File: src/design/pll_hold_cal_pkg.sv
// Purpose: constants shared by the holdover / calibration control block
// Assumes: 8-bit registers on a 10-bit address port
// Notes:   offsets are byte addresses of the register map
package pll_hold_cal_pkg;
  localparam int ADDR_W = 10;
  localparam int DATA_W = 8;
  // register offsets
  localparam logic [9:0] OFF_LD_CAL   = 10'h018;
  localparam logic [9:0] OFF_LDPIN    = 10'h01a;
  localparam logic [9:0] OFF_REFERENCE_MONITOR_PIN   = 10'h01b;
  localparam logic [9:0] OFF_REFCTL   = 10'h01c;
  localparam logic [9:0] OFF_HOLD     = 10'h01d;
  localparam logic [9:0] OFF_STATUS   = 10'h01f;
  localparam logic [9:0] OFF_UPDATE   = 10'h232;
  // reset values
  localparam logic [7:0] RST_LD_CAL   = 8'h00;
  localparam logic [7:0] RST_LDPIN    = 8'h00;
  localparam logic [7:0] RST_REFERENCE_MONITOR_PIN   = 8'h00;
  localparam logic [7:0] RST_REFCTL   = 8'h00;
  localparam logic [7:0] RST_HOLD     = 8'h00;
  // field positions, lock detect / calibration register
  localparam int B_CAL_START  = 0;
  localparam int B_CALDIV_LO  = 1;
  localparam int B_DLD_OFF    = 3;
  localparam int B_LDWIN      = 4;
  localparam int B_LDCNT_LO   = 5;
  // holdover register
  localparam int B_HOLD_EN0   = 0;
  localparam int B_EXT_HOLD   = 1;
  localparam int B_HOLD_EN2   = 2;
  localparam int B_LDCMP_EN   = 3;
  // reference control and monitor config
  localparam int B_REF_SEL    = 0;
  localparam int B_MON_EXT    = 6;
  // status readback and update strobe bit
  localparam int B_ST_REF1LO  = 1;
  localparam int B_ST_REF2LO  = 2;
  localparam int B_ST_VCOLO   = 3;
  localparam int B_ST_CALDONE = 6;
  localparam int B_UPDATE     = 0;
  // calibration length in calibration clock cycles
  localparam int CAL_CYCLES   = 4400;
  // lock detect counter codes: 5, 16, 64, 255 cycles
  localparam logic [7:0] LDCNT_0 = 8'h05;
  localparam logic [7:0] LDCNT_1 = 8'h10;
  localparam logic [7:0] LDCNT_2 = 8'h40;
  localparam logic [7:0] LDCNT_3 = 8'hff;
  // calibration divider codes: 2, 4, 8, 16
  localparam logic [4:0] CALDIV_0 = 5'h02;
  localparam logic [4:0] CALDIV_1 = 5'h04;
  localparam logic [4:0] CALDIV_2 = 5'h08;
  localparam logic [4:0] CALDIV_3 = 5'h10;
  typedef enum logic [2:0] {
    HOLD_IDLE  = 3'b001,
    HOLD_ACT   = 3'b010,
    HOLD_REARM = 3'b100
  } hold_state_t;
  typedef enum logic [2:0] {
    CAL_IDLE = 3'b001,
    CAL_RUN  = 3'b010,
    CAL_DONE = 3'b100
  } cal_state_t;
endpackage : pll_hold_cal_pkg

File: src/design/pll_holdover_vco_cal_ctrl.sv
// Purpose: holdover controller, frequency monitor status, oscillator calibration sequencer
// Assumes: phase detector events, lock flag and monitor flags come as core-clock pulses/levels;
//          the lock indicator pin is asynchronous and is synchronised here
// Notes:   calibration counts divided phase detector events, so it ends only with a live reference
//
// Functional notes
// - automatic holdover tri-states charge pump when lock is lost
// - holdover entry uses lock indicator pin level, whatever mode drives it
// - comparator disabled means the pin is seen as always high
// - charge pump stays high impedance while no reference is present
// - leaving holdover on reference event resets B counter, never the prescaler
// - auto mode: no re-entry until relock and pin charged again; external mode has no such wait
// - holdover follows selected reference; switchover loss ends at next reference edge
// - lock detect counter field sets in-window cycles; code 00b means five
// - both enable bits needed; otherwise no holdover of any kind
// - external-control bit: zero automatic, one external pin
// - lock window bit cleared selects the high range window
// - three frequency monitors reported in status bits 3 to 1
// - calibration runs off R divider events and needs a reference
// - calibrate bit starts calibration even before first update
// - calibration-finished bit reads one once calibration completes
// - internal sync held during calibration, released at its end
// - calibration clock is detector rate over divider; lasts 4400 cycles
//
// The address-and-strobe port was chosen for this implementation.
`timescale 1ns/10ps
module pll_holdover_vco_cal_ctrl #(
  parameter int CAL_LEN = pll_hold_cal_pkg::CAL_CYCLES
) (
  input  wire logic                                 CORE_CLK,
  input  wire logic                                 RST_N,
  input  wire logic [pll_hold_cal_pkg::ADDR_W-1:0]  ADDR,
  input  wire logic [pll_hold_cal_pkg::DATA_W-1:0]  WDATA,
  input  wire logic                                 WR,
  input  wire logic                                 RD,
  output logic      [pll_hold_cal_pkg::DATA_W-1:0]  RDATA,
  input  wire logic                                 LOCK_INDICATOR_PIN,
  input  wire logic                                 EXT_HOLD_PIN_N,
  input  wire logic                                 DIGITAL_LOCK_FLAG,
  input  wire logic                                 IN_WINDOW,
  input  wire logic                                 REF_PFD_EVENT,
  input  wire logic                                 FIRST_REF_PRESENT,
  input  wire logic                                 SECOND_REF_PRESENT,
  input  wire logic                                 FIRST_REF_LOW,
  input  wire logic                                 SECOND_REF_LOW,
  input  wire logic                                 VCO_LOW,
  output logic                                      CHARGE_PUMP_HIZ,
  output logic                                      B_COUNTER_RESET,
  output logic                                      INTERNAL_SYNC,
  output logic                                      CAL_ACTIVE,
  output logic                                      LOCK_COUNT_OK,
  output logic                                      LD_WINDOW_HIGH,
  output logic                                      DLD_DISABLE,
  output logic                                      MON_EXTENDED,
  output logic                                      REF_SELECT
);
  import pll_hold_cal_pkg::*;

  // operating overview for the next engineer
  // register bus
  //   writes land on the edge that sees the write strobe
  //   read data is registered and shows only in the cycle after the read
  //   the update register holds no state; a write to it is a strobe
  //   the status register is read only; writes to it are dropped
  //   unmapped addresses read as zero and ignore writes
  // lock pin path
  //   the pin is asynchronous, so two flops sit in front of any logic
  //   the synchroniser resets low, so an enabled comparator sees a low pin
  //   for two cycles after reset; holdover is off at reset, so no false entry
  //   with the comparator disabled the pin is read as high and auto entry
  //   can never happen; this is intended, not a fault
  // external hold pin
  //   entry is on a synchronised falling edge only, never on a level
  //   its edge flop resets high, the idle level of the pin, so no false edge
  //   exit also needs the pin high again, checked on the same detector event
  // holdover state machine
  //   idle   : charge pump drives normally
  //   act    : charge pump tri-stated, waiting for a detector event
  //   rearm  : auto mode only; waits for lock flag and charged pin together
  //   dropping either enable bit forces idle at once, whatever the state
  //   only events of the selected reference may end holdover, so a
  //   live but unselected other reference does not cut it short
  //   with no reference present no event comes and the pump stays tri-stated
  // B counter reset
  //   a one-cycle pulse in the cycle after the exit event
  //   the prescaler is never touched here; that stays outside this block
  //   it shares its exit term with the state machine so both agree exactly
  // lock detect counter
  //   counts consecutive in-window detector events up to the chosen need
  //   one out-of-window event clears the run
  //   the count saturates so a long lock does not wrap back to zero
  //   lowering the need below a held count lets in-window events carry the count on past it;
  //   it then reads not ok until it wraps through zero up to the need, or an out-of-window event clears it
  // calibration start
  //   the calibrate bit is compared with a stored copy of itself
  //   the copy resets low, so the first set after reset starts at once
  //   afterwards the copy only follows the bit on an update strobe,
  //   which gives the clear, update, set, update sequence its meaning
  //   a start while a calibration runs is held and begins once that run ends
  // calibration timing
  //   detector events are divided by 2, 4, 8 or 16 into calibration ticks
  //   the sequencer ends after the parameter count of ticks
  //   without a reference no events come and calibration never ends;
  //   software must make sure a reference is present first
  //   changing the divider code mid-run changes the remaining time only
  // sync and status
  //   the internal sync is high exactly while the sequencer runs
  //   the finished bit stays set until the next calibration starts
  //   the loop may still be settling when sync is released
  // software duties not enforced here
  //   keep digital lock detect enabled while auto holdover is in use
  //   select the current-source lock mode before enabling the comparator
  //   enable holdover only after calibration, and disable it before one

  // elaboration check: the sequencer counter is sixteen bits wide
  if (CAL_LEN < 1 || CAL_LEN > 65535) begin : g_bad_cal_len
    $error("CAL_LEN out of range");
  end

  logic [7:0]  reg_ld_cal;
  logic [7:0]  reg_ldpin;
  logic [7:0]  reg_reference_monitor_pin;
  logic [7:0]  reg_refctl;
  logic [7:0]  reg_hold;
  logic        cal_done;
  logic        ld_meta;
  logic        ld_sync;
  logic        ext_meta;
  logic        ext_sync;
  logic        ext_prev;
  logic [7:0]  lock_run;
  logic [7:0]  lock_need;
  logic        ref_live;
  logic        ld_level;
  logic        hold_on;
  logic        auto_mode;
  hold_state_t hold_state;
  logic        cal_bit_prev;
  logic        cal_start;
  cal_state_t  cal_state;
  logic [4:0]  div_cnt;
  logic [4:0]  div_need;
  logic [15:0] cal_cnt;
  logic        cal_tick;
  logic [7:0]  status;

  // register writes; update register is a self-clearing strobe
  always_ff @(posedge CORE_CLK or negedge RST_N) begin
    if (!RST_N) begin
      reg_ld_cal <= RST_LD_CAL;
      reg_ldpin  <= RST_LDPIN;
      reg_reference_monitor_pin <= RST_REFERENCE_MONITOR_PIN;
      reg_refctl <= RST_REFCTL;
      reg_hold   <= RST_HOLD;
    end else if (WR) begin
      if (ADDR == OFF_LD_CAL) begin
        reg_ld_cal <= WDATA;
      end else if (ADDR == OFF_LDPIN) begin
        reg_ldpin <= WDATA;
      end else if (ADDR == OFF_REFERENCE_MONITOR_PIN) begin
        reg_reference_monitor_pin <= WDATA;
      end else if (ADDR == OFF_REFCTL) begin
        reg_refctl <= WDATA;
      end else if (ADDR == OFF_HOLD) begin
        reg_hold <= WDATA;
      end
    end
  end

  // status byte: calibration finished and monitor flags
  always_comb begin
    status = 8'h00;
    status[B_ST_REF1LO]  = FIRST_REF_LOW;
    status[B_ST_REF2LO]  = SECOND_REF_LOW;
    status[B_ST_VCOLO]   = VCO_LOW;
    status[B_ST_CALDONE] = cal_done;
  end

  // read data one cycle after the strobe; unmapped reads zero
  always_ff @(posedge CORE_CLK or negedge RST_N) begin
    if (!RST_N) begin
      RDATA <= 8'h00;
    end else if (RD) begin
      if (ADDR == OFF_LD_CAL) begin
        RDATA <= reg_ld_cal;
      end else if (ADDR == OFF_LDPIN) begin
        RDATA <= reg_ldpin;
      end else if (ADDR == OFF_REFERENCE_MONITOR_PIN) begin
        RDATA <= reg_reference_monitor_pin;
      end else if (ADDR == OFF_REFCTL) begin
        RDATA <= reg_refctl;
      end else if (ADDR == OFF_HOLD) begin
        RDATA <= reg_hold;
      end else if (ADDR == OFF_STATUS) begin
        RDATA <= status;
      end else begin
        RDATA <= 8'h00;
      end
    end else begin
      RDATA <= 8'h00;
    end
  end

  // two-stage synchronisers for the pins
  always_ff @(posedge CORE_CLK or negedge RST_N) begin
    if (!RST_N) begin
      ld_meta  <= 1'b0;
      ld_sync  <= 1'b0;
      ext_meta <= 1'b1;
      ext_sync <= 1'b1;
      ext_prev <= 1'b1;
    end else begin
      ld_meta  <= LOCK_INDICATOR_PIN;
      ld_sync  <= ld_meta;
      ext_meta <= EXT_HOLD_PIN_N;
      ext_sync <= ext_meta;
      ext_prev <= ext_sync;
    end
  end

  // lock detect counter threshold
  always_comb begin
    case (reg_ld_cal[B_LDCNT_LO +: 2])
      2'b00:   lock_need = LDCNT_0;
      2'b01:   lock_need = LDCNT_1;
      2'b10:   lock_need = LDCNT_2;
      default: lock_need = LDCNT_3;
    endcase
  end

  // count consecutive in-window detector cycles
  always_ff @(posedge CORE_CLK or negedge RST_N) begin
    if (!RST_N) begin
      lock_run <= 8'h00;
    end else if (REF_PFD_EVENT) begin
      if (!IN_WINDOW) begin
        lock_run <= 8'h00;
      end else if (lock_run != lock_need) begin
        lock_run <= lock_run + 8'h01;
      end
    end
  end

  assign LOCK_COUNT_OK  = (lock_run == lock_need);
  assign LD_WINDOW_HIGH = ~reg_ld_cal[B_LDWIN];
  assign DLD_DISABLE    = reg_ld_cal[B_DLD_OFF];
  assign MON_EXTENDED   = reg_ldpin[B_MON_EXT];
  assign REF_SELECT     = reg_refctl[B_REF_SEL];
  // holdover follows the selected reference only
  assign ref_live  = REF_SELECT ? SECOND_REF_PRESENT : FIRST_REF_PRESENT;
  // disabled comparator reads the pin as high
  assign ld_level  = reg_hold[B_LDCMP_EN] ? ld_sync : 1'b1;
  assign hold_on   = reg_hold[B_HOLD_EN0] & reg_hold[B_HOLD_EN2];
  assign auto_mode = hold_on & ~reg_hold[B_EXT_HOLD];

  // holdover state machine
  always_ff @(posedge CORE_CLK or negedge RST_N) begin
    if (!RST_N) begin
      hold_state <= HOLD_IDLE;
    end else if (!hold_on) begin
      hold_state <= HOLD_IDLE;
    end else begin
      case (hold_state)
        HOLD_IDLE: begin
          if (auto_mode && !ld_level) begin
            hold_state <= HOLD_ACT;
          end else if (!auto_mode && ext_prev && !ext_sync) begin
            hold_state <= HOLD_ACT;
          end
        end
        HOLD_ACT: begin
          // exit only on a reference edge, so no reference keeps it high impedance
          if (REF_PFD_EVENT && ref_live && (auto_mode || ext_sync)) begin
            hold_state <= auto_mode ? HOLD_REARM : HOLD_IDLE;
          end
        end
        HOLD_REARM: begin
          if (DIGITAL_LOCK_FLAG && ld_level) begin
            hold_state <= HOLD_IDLE;
          end
        end
        default: hold_state <= HOLD_IDLE;
      endcase
    end
  end

  assign CHARGE_PUMP_HIZ = (hold_state == HOLD_ACT);

  // B counter reset pulse when leaving holdover on a reference event
  always_ff @(posedge CORE_CLK or negedge RST_N) begin
    if (!RST_N) begin
      B_COUNTER_RESET <= 1'b0;
    end else begin
      B_COUNTER_RESET <= hold_on && (hold_state == HOLD_ACT) && REF_PFD_EVENT && ref_live &&
                         (auto_mode || ext_sync);
    end
  end

  // calibrate bit rising edge; prev resets low so a first set starts at once
  always_ff @(posedge CORE_CLK or negedge RST_N) begin
    if (!RST_N) begin
      cal_bit_prev <= 1'b0;
    end else if (WR && ADDR == OFF_UPDATE && WDATA[B_UPDATE]) begin
      cal_bit_prev <= reg_ld_cal[B_CAL_START];
    end else if (cal_start) begin
      cal_bit_prev <= 1'b1;
    end
  end

  assign cal_start = reg_ld_cal[B_CAL_START] && !cal_bit_prev && (cal_state != CAL_RUN);

  // calibration divider select
  always_comb begin
    case (reg_ld_cal[B_CALDIV_LO +: 2])
      2'b00:   div_need = CALDIV_0;
      2'b01:   div_need = CALDIV_1;
      2'b10:   div_need = CALDIV_2;
      default: div_need = CALDIV_3;
    endcase
  end

  assign cal_tick = REF_PFD_EVENT && (div_cnt == div_need - 5'h01);

  // divide detector events down to calibration clock
  always_ff @(posedge CORE_CLK or negedge RST_N) begin
    if (!RST_N) begin
      div_cnt <= 5'h00;
    end else if (cal_state != CAL_RUN) begin
      div_cnt <= 5'h00;
    end else if (REF_PFD_EVENT) begin
      div_cnt <= cal_tick ? 5'h00 : div_cnt + 5'h01;
    end
  end

  // calibration sequencer
  always_ff @(posedge CORE_CLK or negedge RST_N) begin
    if (!RST_N) begin
      cal_state <= CAL_IDLE;
      cal_cnt   <= 16'h0000;
    end else begin
      case (cal_state)
        CAL_IDLE, CAL_DONE: begin
          if (cal_start) begin
            cal_state <= CAL_RUN;
            cal_cnt   <= 16'h0000;
          end
        end
        CAL_RUN: begin
          if (cal_tick) begin
            if (cal_cnt == 16'(CAL_LEN - 1)) begin
              cal_state <= CAL_DONE;
            end else begin
              cal_cnt <= cal_cnt + 16'h0001;
            end
          end
        end
        default: cal_state <= CAL_IDLE;
      endcase
    end
  end

  assign cal_done      = (cal_state == CAL_DONE);
  assign CAL_ACTIVE    = (cal_state == CAL_RUN);
  assign INTERNAL_SYNC = (cal_state == CAL_RUN);
endmodule // pll_holdover_vco_cal_ctrl

File: config.mk
export PLATFORM = sky130hd
export DESIGN_NAME = pll_holdover_vco_cal_ctrl
export DESIGN_NICKNAME = d
export VERILOG_FILES = /design/src/design/pll_hold_cal_pkg.sv /design/src/design/pll_holdover_vco_cal_ctrl.sv
export SDC_FILE = /design/constraint.sdc
export NUM_CORES = 1
export LEC_CHECK = 0
export BUFFER_PORTS_ARGS = -buffer_cell sky130_fd_sc_hd__buf_2
export CAP_MARGIN = 10
export CORE_MARGIN = 4
export CORE_UTILIZATION = 50
export DETAILED_ROUTE_END_ITERATION = 12
export PLACE_DENSITY = 0.72
export SLEW_MARGIN = 10
export SYNTH_ARGS = -nofsm -noshare
export SYNTH_HDL_FRONTEND = slang
export SYNTH_SLANG_ARGS = --single-unit
export TNS_END_PERCENT = 5
File: constraint.sdc
create_clock -name CORE_CLK -period 1.9 [get_ports CORE_CLK]
set_clock_uncertainty 0.05 [all_clocks]
set_input_delay 0 -clock CORE_CLK [delete_from_list [all_inputs] [get_ports CORE_CLK]]
set_output_delay 0 -clock CORE_CLK [all_outputs]
set_load 0.01 [all_outputs]
# Word level (Yosys, flattened, before mapping)
# Index checks and enable logic that the tools add are counted.
dict set report word_totals {
  ff_bits 90
  latch_bits 0
  ramBits 0
  mem_bits_ro 0
  in_bits 32
  output_inout_bits 17
  wordCells 128
  n_memories 0
}
dict set report classes {
  n_addsub 4
  mul 0
  div_mod_pow 0
  magnitude_cmp 0
  eq_ne 30
  shift 0
  muxes 33
  n_bitwise 8
  reduce_logical 35
}
# op count
set ops {}
lappend ops {{$mux W8} 8}
lappend ops {{$eq A10 B5 Y1 const B} 6}
lappend ops {{$mux W16} 3}
lappend ops {{$pmux W16 S2} 1}
lappend ops {{$mux W3} 9}
lappend ops {{$pmux W8 S3} 1}
lappend ops {{$add A16 B1 Y16 const B} 1}
lappend ops {{$eq A16 B13 Y1 const B} 1}
lappend ops {{$logic_and A1 B1 Y1} 15}
lappend ops {{$mux W5} 3}
lappend ops {{$pmux W5 S3} 1}
lappend ops {{$eq A10 B10 Y1 const B} 1}
lappend ops {{$pmux W3 S3} 1}
lappend ops {{$reduce_and A3 Y1} 3}
lappend ops {{$add A8 B1 Y8 const B} 1}
lappend ops {{$eq A8 B8 Y1} 1}
lappend ops {{$ne A8 B8 Y1} 1}
lappend ops {{$reduce_and A4 Y1} 2}
lappend ops {{$mux W7} 1}
lappend ops {{$eq A3 B1 Y1 const B} 2}
lappend ops {{$eq A3 B2 Y1 const B} 2}
lappend ops {{$eq A3 B3 Y1 const B} 2}
lappend ops {{$ne A2 B1 Y1 const B} 3}
lappend ops {{$ne A3 B2 Y1 const B} 2}
lappend ops {{other kinds (20)} 39}

# Longest topological paths before layout
# Gate-level depths: netlist of the first run.
dict set report depth {
  depth_word 9
  depth_mapped 8
  depth_no_buf 8
}

# Least setup slack after synthesis of the first run
# No wires, ideal clock.
dict set report synth_path {
  path_type {flip-flop to flip-flop}
  startpoint {reg reg_ld_cal[6]}
  endpoint {reg lock_run[2]}
  setup_ps 126
  t_arrival_ps 1852
  required_time_ps 1724
  path_slack_ps -128
  stages_incl_launch_ff 9
  path_buffers 0
  period_less_slack_ps 2028
  path_cell_list {dfrtp_1 inv_1 ha_1 nor3_1 o221ai_1 a21oi_2 nand2b_1 nor3_1 a311o_1}
}
dict set report synth_between {
  elab_chain_len 5
  word_cells_on_any_way 7
  cone_classes {eq/ne: 4; mux: 1; reduce/logical: 2}
}
# item line_no
set synth_lines {}
lappend synth_lines {{start, declared} pll_holdover_vco_cal_ctrl.sv:120} ;# logic [7:0] reg_ld_cal;
lappend synth_lines {{start signal, assigned} pll_holdover_vco_cal_ctrl.sv:150} ;# reg_ld_cal <= RST_LD_CAL;
lappend synth_lines {{start signal, assigned} pll_holdover_vco_cal_ctrl.sv:157} ;# reg_ld_cal <= WDATA;
lappend synth_lines {{$eq A2 B2 Y1 (tied with other cells)} pll_holdover_vco_cal_ctrl.sv:223} ;# case (reg_ld_cal[B_LDCNT_LO +: 2])
lappend synth_lines {{$pmux W8 S3 *} pll_holdover_vco_cal_ctrl.sv:223}
lappend synth_lines {{$ne A8 B8 Y1 *} pll_holdover_vco_cal_ctrl.sv:238} ;# end else if (lock_run != lock_need) begin
lappend synth_lines {{$ne A2 B1 Y1 (no line) *} n/a}
lappend synth_lines {{$reduce_and A2 Y1 (no line) *} n/a}
lappend synth_lines {{end signal, assigned} pll_holdover_vco_cal_ctrl.sv:239} ;# lock_run <= lock_run + 8'h01;
lappend synth_lines {{end, declared} pll_holdover_vco_cal_ctrl.sv:131} ;# logic [7:0] lock_run;
# Mark *: on every way between the ends. The rest lies on a longest branch, timed or not.
# A chain may end at the register's enable or synchronous reset.

# Worst setup path in the final report of the first run
dict set report layout_path {
  startpoint {reg cal_cnt[10]}
  endpoint {reg cal_cnt[8]}
}
dict set report layout_between {
  elab_chain_len 3
}
# item line_no
set layout_lines {}
lappend layout_lines {{start, declared} pll_holdover_vco_cal_ctrl.sv:143} ;# logic [15:0] cal_cnt;
lappend layout_lines {{start signal, assigned} pll_holdover_vco_cal_ctrl.sv:353} ;# cal_cnt <= cal_cnt + 16'h0001;
lappend layout_lines {{$eq A16 B13 Y1} pll_holdover_vco_cal_ctrl.sv:350} ;# if (cal_cnt == 16'(CAL_LEN - 1)) begin
lappend layout_lines {{$ne A2 B2 Y1 (no line)} n/a}
lappend layout_lines {{$reduce_and A4 Y1 (no line)} n/a}
# Every way passes these cells.

==> flow_summary.json, run 1 <==
{
  "dpl_cell_area_um2": 5310,
  "nFillCells": 671,
  "drt_iter0_drc": 187,
  "r2r_cells": 6,
  "fp.dieArea_um2": 10700,
  "synth_warnings": 0,
  "failed_checks": "negative setup slack",
  "fin_crit_ns": 1.94,
  "clk_pin_slew_worst_paths_ns": 0.09,
  "path_class": "reg -> reg",
  "avgSynthCellArea_um2": 10.9,
  "slowest_delay_ns": 0.41,
  "cts_buffer_depth": 2,
  "setup_ws_ns": -0.0375,
  "avgViaCountPerCell": 5.78,
  "cts-root-buf": "clkbuf_8",
  "via_count": 3737,
  "area_delta_synth_final_pct": 27.5,
  "r2r-end": "cal_cnt[8]",
  "cts.sink_count": 90,
  "finalPower_uw": 4590,
  "instances_no_fill": 646,
  "async_flop_share_pct": 100,
  "mostFrequentLayoutCells": "dfrtp_1, buf_4, buf_2, mux2_2, o21ai_0",
  "initial_core_util_pct": 51.7,
  "path_cells": "nor4b_2 > nand4_1 > a21oi_4 > a211oi_4 > nand3_1 > mux2_2",
  "rows": 34,
  "grt_max_degree": 41,
  "io_pins": 49,
  "dieHeight_um": 103,
  "firstDrtPassIters": 5,
  "ys_types": 56,
  "cp-start-kind": "register",
  "ys_seq_elements": 90,
  "num_antenna_cells": 0,
  "maxCapViolations": 0,
  "worstMarginPinSlew_ns": 0.491,
  "final-setup-viol-count": 6,
  "htree_levels": 3,
  "timing_hold_violations_final": 0,
  "die_w_um": 103,
  "pwr_density_cell_nw_per_um2": 790,
  "status": "finished with violations",
  "r2r-start": "cal_cnt[10]",
  "relSlewSlack_pct": 67.1,
  "syn_area_um2": 4560,
  "rsz0062_at_grt": "true",
  "rrSetupSlack_ns": -0.04,
  "syn_inst": 417,
  "p_leak_uw": 0.00264,
  "synth_fp_nets": 454,
  "preCtsSetupSlack_ns": -0.101,
  "finalHoldWorstSlack_ns": 0.0162,
  "layout_commonest_cell": "dfrtp_1",
  "cp-end-kind": "register",
  "nNetsFinal": 570,
  "core-area_um2": 8810,
  "final_cell_area_um2": 5810,
  "cp.required_ns": 2.09,
  "slew_viol_final": 0,
  "critPathSlowestCell": "dfrtp_1",
  "synth_flop_cell": "dfrtp_1",
  "drc": 0,
  "gp_congestion": 0.843,
  "place.detailed.hpwl_mm": 7.79,
  "wl_per_cell_um": 16.8,
  "drive_gt1_share_pct": 39.4,
  "worstSetupEndpoint": "cal_cnt[8]",
  "hold_path.class": "in -> reg",
  "finalCritPeriodShare_pct": 102,
  "cp.arrival_ns": 2.13,
  "portBuffers": 48,
  "crit_start": "cal_cnt[10]",
  "grt_remaining_overflow": 0,
  "wirelength_mm": 10.9,
  "postRouteAntennaNets": 0,
  "grt_pass1_wl_mm": 17.9,
  "place_inst": 613,
  "fmax_mhz": 516,
  "cp_max_fo": 4,
  "irDropWorstVdd_mv": 0.618,
  "min_from": "WR",
  "cts_buffers": 9,
  "cts_tree": "yes",
  "synth-edff-count": 0,
  "grt_usage_pct": 21.6,
  "ys_seq_area_share_pct": 49.6,
  "insertion_delay_ns": 0.35,
  "grt_pass1_vias": 3624,
  "antenna_found_initial": 0
}
-- routing by layer --
layer  GRT usage (%)  routed length [µm]  up-vias
met4            4.98                 103        0
li1                -                   -     1767
met5               0                   0        -
met1            29.7                5000     1845
met2            35.5                5240      112
met3            4.16                 549       13
-- how the worst min path moves through the flow --
stage | to | slack (ns) | cells after the start
after floorplan | B_COUNTER_RESET | -0.35 | 0
after global placement | ld_sync | -0.08 | 1
after detailed placement | hold_state[1] | -0.08 | 1
after CTS | reg_ldpin[6] | 0.006 | 3
after global routing | reg_ldpin[6] | 0.02 | 3
final | reg_ldpin[6] | 0.02 | 3
-- sequential cells by signal (all words and copies together) (netlist names), 8 cells and up --
signal	cells
reg_refctl	8
cal_cnt	16
lock_run	8
reg_ld_cal	8
RDATA	8
reg_hold	8
reg_ldpin	8
reg_reference_monitor_pin	8
-- report_power, final --
group	switching, µW	total, µW	internal, µW
sequential	161	2240	2080
combinational	571	1130	559
clock	721	1220	495
-- synthesized netlist by cell type, types with 3 or more instances --
cell type,number,area (µm²)
or2_2,4,25.0
mux2i_1,6,60.1
a21boi_0,4,30.0
a211oi_1,9,67.6
nand4_1,9,56.3
inv_1,13,48.8
nor2b_1,7,43.8
nand2_1,22,82.6
xnor2_1,13,114
nor3b_1,4,30.0
nand2b_1,4,25.0
a31oi_1,4,25.0
a21oi_1,21,105
o31ai_1,3,22.5
o211ai_1,6,45.0
dfrtp_1,85,2130
a2111oi_4,4,110
nor4b_1,3,26.3
nor3_1,7,35.0
a21oi_2,3,26.3
nand3_1,19,95.1
and3_1,7,43.8
dfstp_2,5,131
o21ai_0,31,155
clkbuf_1,8,30.0
mux2_2,45,507
ha_1,5,62.6
nor2_1,29,109
-- through the flow --
stage / TNS (ns) / utilization (%)
CTS: -0.0110 / 64.8
global route: -2.17 / 66.0
finish: -0.0836 / 66.0
detailed placement: -0.756 / 60.3
floorplan: -0.224 / -
global placement: -0.0855 / 60.3
-- layout make-up --
cell class / instances / area, µm² / area share, %
inverter: 14 / 52.6 / 0.904
tap: 108 / 135 / 2.33
clock inverter: 6 / 50.0 / 0.861
multi-input combinational: 299 / 2340 / 40.2
clock buffer: 10 / 128 / 2.20
timing repair buffer: 119 / 848 / 14.6
sequential: 90 / 2260 / 38.9
-- cell families (layout without fill, tap and decap cells) --
kind of cell / Yosys count / in the layout / share of synthesized area, %
AOI/OAI and AO/OA: 97 / 97 / 15.3
xor gates and xnor gates: 15 / 15 / 2.88
adders and majority gates: 5 / 5 / 1.37
buffers and inverters: 28 / 149 / 2.69
DFF: 90 / 90 / 49.6
muxes: 51 / 51 / 12.4
and+or+nand+nor: 131 / 131 / 15.7
-- critical path, delay by kind of cell, from the launching register on --
kind | cells | cell delay (ns)
mux | 1 | 0.34
compound gates | 2 | 0.37
flops | 1 | 0.41
simple gates | 3 | 0.65
-- repair_timing --
item                                    CTS  global route
pin swaps                                 4            14
endpoints found under the setup margin   20            25
hold buffers                             13             0
hold endpoints to repair                143             0
setup buffers                             3             1
gates resized for setup                  12            21
Power figures use the tool's default switching activity.
==> inputs of run 2 (changes only) <==
--- a/config.mk
+++ b/config.mk
@@ -11,6 +11,7 @@
 export CORE_UTILIZATION = 50
 export DETAILED_ROUTE_END_ITERATION = 12
 export PLACE_DENSITY = 0.72
+export REMOVE_ABC_BUFFERS = 1
 export SLEW_MARGIN = 10
 export SYNTH_ARGS = -nofsm -noshare
 export SYNTH_HDL_FRONTEND = slang
==> run 2 against run 1 <==
Compared with the run above:
- the run still ends with negative setup slack left
- via count shrank 0.40%
- hold slack better by 0.027 ns
- critical path depth unchanged
- fmax fell by 2.1%
- design area increased by 1.5%
- register-to-register slack worse by 0.04 ns
- global-route usage grew 0.18 points
- first-iteration DRC count fell by 8.6%
- worst setup slack got worse by 0.041 ns
- sequential cell count is the same
- count of clock-buffer cells in the layout unchanged
- total power grew 1.2%
- critical path type unchanged
==> flow_summary.json, run 2 (synthesis gave the netlist of run 1 again) <==
{
  "fmax_mhz": 505,
  "hold_path.class": "in -> reg",
  "timing_hold_violations_final": 0,
  "core-area_um2": 8810,
  "critPathSlowestCell": "dfrtp_1",
  "worstMarginPinSlew_ns": 0.497,
  "slowest_delay_ns": 0.40,
  "place.detailed.hpwl_mm": 7.61,
  "cp_max_fo": 4,
  "finalSetupTns_ns": -0.594,
  "clk_pin_slew_worst_paths_ns": 0.09,
  "finalCritPeriodShare_pct": 104,
  "cp.required_ns": 2.10,
  "cts_buffers": 9,
  "hold_depth": 4,
  "finalPower_uw": 4650,
  "grt_remaining_overflow": 0,
  "status": "finished with violations",
  "final-setup-viol-count": 14,
  "mostFrequentLayoutCells": "dfrtp_1, buf_4, buf_2, mux2_2, nor2_1",
  "wl_per_cell_um": 16.9,
  "gp_congestion": 0.847,
  "drc": 0,
  "num_antenna_cells": 0,
  "irDropWorstVdd_mv": 0.578,
  "largest_register_ffs": 16,
  "cts.sink_count": 90,
  "crit_cells": 6,
  "wirelength_mm": 11.0,
  "area_delta_synth_final_pct": 29.4,
  "p_leak_uw": 0.00268,
  "cp-start-kind": "register",
  "portBuffers": 48,
  "p_clk_share_pct": 27.9,
  "die_w_um": 103,
  "crit_family": "simple AND/OR/NAND/NOR gates",
  "path_cells": "nor4bb_2 > nand4_1 > a21oi_4 > a211oi_4 > nand3_1 > mux2_2",
  "intPower_uw": 3260,
  "cts-root-buf": "clkbuf_8",
  "pwr_density_cell_nw_per_um2": 788,
  "nNetsFinal": 577,
  "insertion_delay_ns": 0.36,
  "fin_crit_ns": 1.98,
  "antenna_found_initial": 0,
  "initial_core_util_pct": 51.7,
  "io_pins": 49,
  "top_register": "cal_cnt",
  "via_count": 3722,
  "cp-end-kind": "register",
  "switchingPower_uw": 1390,
  "fp.dieArea_um2": 10700,
  "path_class": "reg -> reg",
  "failed_checks": "negative setup slack",
  "grt_usage_pct": 21.8,
  "htree_levels": 3,
  "dieHeight_um": 103,
  "cp_num_buf_inv": 0,
  "drt_iter0_drc": 171,
  "r2r_cells": 6,
  "rsz0062_at_grt": "true",
  "slew_viol_final": 0,
  "drive_gt1_share_pct": 38.9,
  "swShare_pct": 29.9,
  "grt_pass1_vias": 3719,
  "firstDrtPassIters": 6,
  "relSlewSlack_pct": 66.4,
  "avgViaCountPerCell": 5.70,
  "setup_ws_ns": -0.0788,
  "grt_pass1_wl_mm": 17.8,
  "maxCapViolations": 0,
  "rows": 34,
  "layout_commonest_cell": "dfrtp_1",
  "cp.arrival_ns": 2.18,
  "cts_buffer_depth": 2,
  "combPwrFrac_pct": 24.1,
  "seq_power_share_pct": 48.0,
  "postRouteAntennaNets": 0,
  "cts_tree": "yes",
  "grt_max_degree": 63
}
==> run 2: routing by layer <==
layer  up-vias  track usage [%]  wire (µm)  part of all wire [%]
met5         -                0          0                     0
met4         0             6.47        169                   1.5
met3        14             4.56        628                   5.7
met2        98             37.7       5610                    51
met1      1842             27.4       4630                    42
li1       1768                -          -                     -
==> run 2: per-stage QoR <==
| stage | hold slack (ns) | setup slack, ns | cell area (µm²) | utilization [%] | cells |
|---|---|---|---|---|---|
| after floorplan | -0.346 | -0.786 | 4490 | - | 403 |
| after global placement | -0.106 | -0.0434 | 5320 | 60.4 | 615 |
| after detailed placement | -0.104 | -0.117 | 5320 | 60.4 | 615 |
| after CTS | 0.0249 | -0.0588 | 5820 | 66.1 | 653 |
| after global routing | 0.0617 | -0.186 | 5900 | 67.0 | 653 |
| final | 0.0429 | -0.0788 | 5900 | 67.0 | 653 |
==> run 2: final timing paths <==
kind / startpoint / end / slack [ns]
worst min-delay path: ADDR[1] / RDATA[6] / 0.04
worst max register to register: cal_cnt[6] / cal_cnt[12] / -0.08
max in group asynchronous: RST_N / ext_sync / 1.03
min in group asynchronous: RST_N / reg_refctl[4] / 0.05
worst max-delay path: cal_cnt[6] / cal_cnt[12] / -0.08
worst min register to register: ld_meta / ld_sync / 0.31
==> run 2: worst reg2reg max path, delay by kind of cell, from the launching register on <==
family	cells	cell delay, ns
and+or+nand+nor	3	0.69
DFF	1	0.40
AOI/OAI and AO/OA	2	0.39
muxes	1	0.33
==> run 2: what timing repair did <==
item,in CTS,in global routing
resized for setup,21,15
buffers inserted,6,0
pin swaps,23,11
endpoints found under the hold margin,141,0
endpoints found under the setup margin,22,25
hold buffers,16,0
==> run 2: area by class of cell <==
cell class,count,area [µm²]
multi-input combinational,299,2320
inverter,14,52.6
clock inverter,6,65.1
tap,108,135
sequential,90,2260
clock buffer,10,128
fill,670,2910
timing repair buffer,126,935
==> run 2: power groups by stage <==
| stage | Clock (µW) | Combinational, µW | Sequential (µW) |
|---|---|---|---|
| after floorplan | 0 | 489 | 2280 |
| final | 1300 | 1120 | 2230 |
| after detailed placement | 0 | 1010 | 2250 |
| after CTS | 1330 | 1080 | 2220 |
| after global routing | 1410 | 1240 | 2250 |
| after global placement | 0 | 985 | 2240 |
==> inputs of run 3 (changes only) <==
--- a/config.mk
+++ b/config.mk
@@ -8,9 +8,9 @@
 export BUFFER_PORTS_ARGS = -buffer_cell sky130_fd_sc_hd__buf_2
 export CAP_MARGIN = 10
 export CORE_MARGIN = 4
-export CORE_UTILIZATION = 50
+export CORE_UTILIZATION = 53
 export DETAILED_ROUTE_END_ITERATION = 12
-export PLACE_DENSITY = 0.72
+export PLACE_DENSITY = 0.76
 export REMOVE_ABC_BUFFERS = 1
 export SLEW_MARGIN = 10
 export SYNTH_ARGS = -nofsm -noshare
==> run 3 against run 2 <==
Compared with the run above:
- the flow still finishes with violations (negative setup slack)
- global-route usage increased by 0.53 points
- fmax rose by 1.2%
- total power is 3.6% higher
- wire length rose by 0.44%
- hold slack worse by 0.031 ns
- critical path type unchanged
- largest power group unchanged
==> flow_summary.json, run 3 (synthesis gave the netlist of run 1 again) <==
{
  "postRouteAntennaNets": 0,
  "final-setup-viol-count": 10,
  "fp.dieArea_um2": 10100,
  "slew_viol_final": 0,
  "timing_hold_violations_final": 0,
  "pwr_density_cell_nw_per_um2": 824,
  "die_w_um": 101,
  "io_pins": 49,
  "maxCapViolations": 0,
  "rsz0062_at_grt": "true",
  "grt_usage_pct": 22.3,
  "initial_core_util_pct": 54.9,
  "insertion_delay_ns": 0.35,
  "irDropWorstVdd_mv": 0.632,
  "rows": 33,
  "grt_remaining_overflow": 0,
  "place_inst": 611,
  "rrSetupSlack_ns": -0.06,
  "dpl_cell_area_um2": 5270,
  "cp-start-kind": "register",
  "relSlewSlack_pct": 65.9,
  "finalPower_uw": 4810,
  "cp.required_ns": 2.08,
  "hold_depth": 3,
  "cp-end-kind": "register",
  "top_register": "cal_cnt",
  "final_cell_area_um2": 5840,
  "place.detailed.hpwl_mm": 7.73,
  "p_leak_uw": 0.00265,
  "fin_crit_ns": 1.96,
  "failed_checks": "negative setup slack",
  "grt_max_degree": 40,
  "clk_pin_slew_worst_paths_ns": 0.09,
  "via_count": 3738,
  "layout_commonest_cell": "dfrtp_1",
  "dieHeight_um": 101,
  "finalHoldWorstSlack_ns": 0.0119,
  "drive_gt1_share_pct": 38.3,
  "wl_per_cell_um": 17.2,
  "nNetsFinal": 573,
  "cts.sink_count": 90,
  "avgViaCountPerCell": 5.79,
  "p_clk_share_pct": 30.9,
  "drt_iter0_drc": 153,
  "setup_ws_ns": -0.0556,
  "core-area_um2": 8300,
  "intPower_uw": 3430,
  "cts-root-buf": "clkbuf_8",
  "num_antenna_cells": 0,
  "status": "finished with violations",
  "preCtsSetupSlack_ns": -0.0990,
  "htree_levels": 3,
  "r2r-start": "cal_cnt[14]",
  "cts_buffers": 9,
  "min_to": "lock_run[1]",
  "drc": 0,
  "swShare_pct": 28.7,
  "cp_max_fo": 4,
  "grt_pass1_wl_mm": 17.8,
  "path_class": "reg -> reg",
  "hold_path.class": "in -> reg",
  "cts_buffer_depth": 2,
  "worstMarginPinSlew_ns": 0.511,
  "switchingPower_uw": 1380,
  "wirelength_mm": 11.1,
  "instances_no_fill": 646,
  "firstDrtPassIters": 5,
  "mostFrequentLayoutCells": "dfrtp_1, buf_4, buf_2, mux2_2, o21ai_0",
  "cp.arrival_ns": 2.13,
  "fmax_mhz": 511,
  "finalCritPeriodShare_pct": 103,
  "portBuffers": 48,
  "r2r_cells": 6,
  "gp_congestion": 0.885,
  "min_from": "REF_PFD_EVENT",
  "antenna_found_initial": 0,
  "grt_pass1_vias": 3802,
  "area_delta_synth_final_pct": 28.1,
  "cts_tree": "yes",
  "seq_power_share_pct": 46.4,
  "largest_register_ffs": 16,
  "combPwrFrac_pct": 22.8,
  "r2r-end": "cal_cnt[10]"
}
## run 3: cell type report
type / count / area, µm²
fill: 585 / 2460
multi-input combinational: 299 / 2310
sequential: 90 / 2260
timing repair buffer: 122 / 853
inverter: 14 / 52.6
tap: 105 / 131
clock inverter: 5 / 83.8
clock buffer: 11 / 151
## run 3: worst max-delay path by stage
stage,from,endpoint,slack [ns],cells after the start
3_5_place_dp,cal_cnt[12],cal_cnt[10],-0.1,6
5_1_grt,reg_ld_cal[6],lock_run[2],-0.16,8
3_3_place_gp,reg_ld_cal[1],cal_cnt[7],-0.05,7
2_1_floorplan,cal_state[0],cal_cnt[10],-0.79,7
4_1_cts,cal_state[0],cal_cnt[15],-0.02,7
6_report,cal_cnt[14],cal_cnt[10],-0.06,6
## run 3: metal layers
layer	vias up	track usage (%)	share of wire, %
met3	8	5.19	5.5
met2	101	39.2	52
li1	1763	-	-
met5	-	0	0
met1	1866	27.5	42
met4	0	5.70	0.70
## run 3: per-stage QoR
stage / util (%) / TNS (ns)
final: 70.3 / -0.305
after detailed placement: 63.5 / -0.947
after floorplan: - / -11.83
after CTS: 69.2 / -0.101
after global placement: 63.5 / -0.311
after global routing: 70.3 / -1.74
## run 3: timing repair
| item | CTS | global route |
|---|---|---|
| resized for setup | 14 | 14 |
| endpoints found under the hold margin | 101 | 0 |
| cloned | 0 | 1 |
| hold buffers | 14 | 0 |
| pin swaps | 14 | 20 |
| setup buffers | 3 | 1 |
| endpoints found under the setup margin | 17 | 25 |
## run 3: worst max-delay path, cell delays in order, from the launching register on
cell	delay [ns]
dfrtp_1	0.40
nor4bb_2	0.31
nand4_1	0.24
a21oi_4	0.32
a211oi_4	0.07
nand3_1	0.10
mux2_2	0.34
## run 3: power groups by stage
stage	Clock, µW	Combinational [µW]	Sequential (µW)
after floorplan	0	489	2280
final	1490	1100	2230
after CTS	1510	1060	2220
after global routing	1600	1210	2250
after detailed placement	0	992	2250
after global placement	0	962	2240
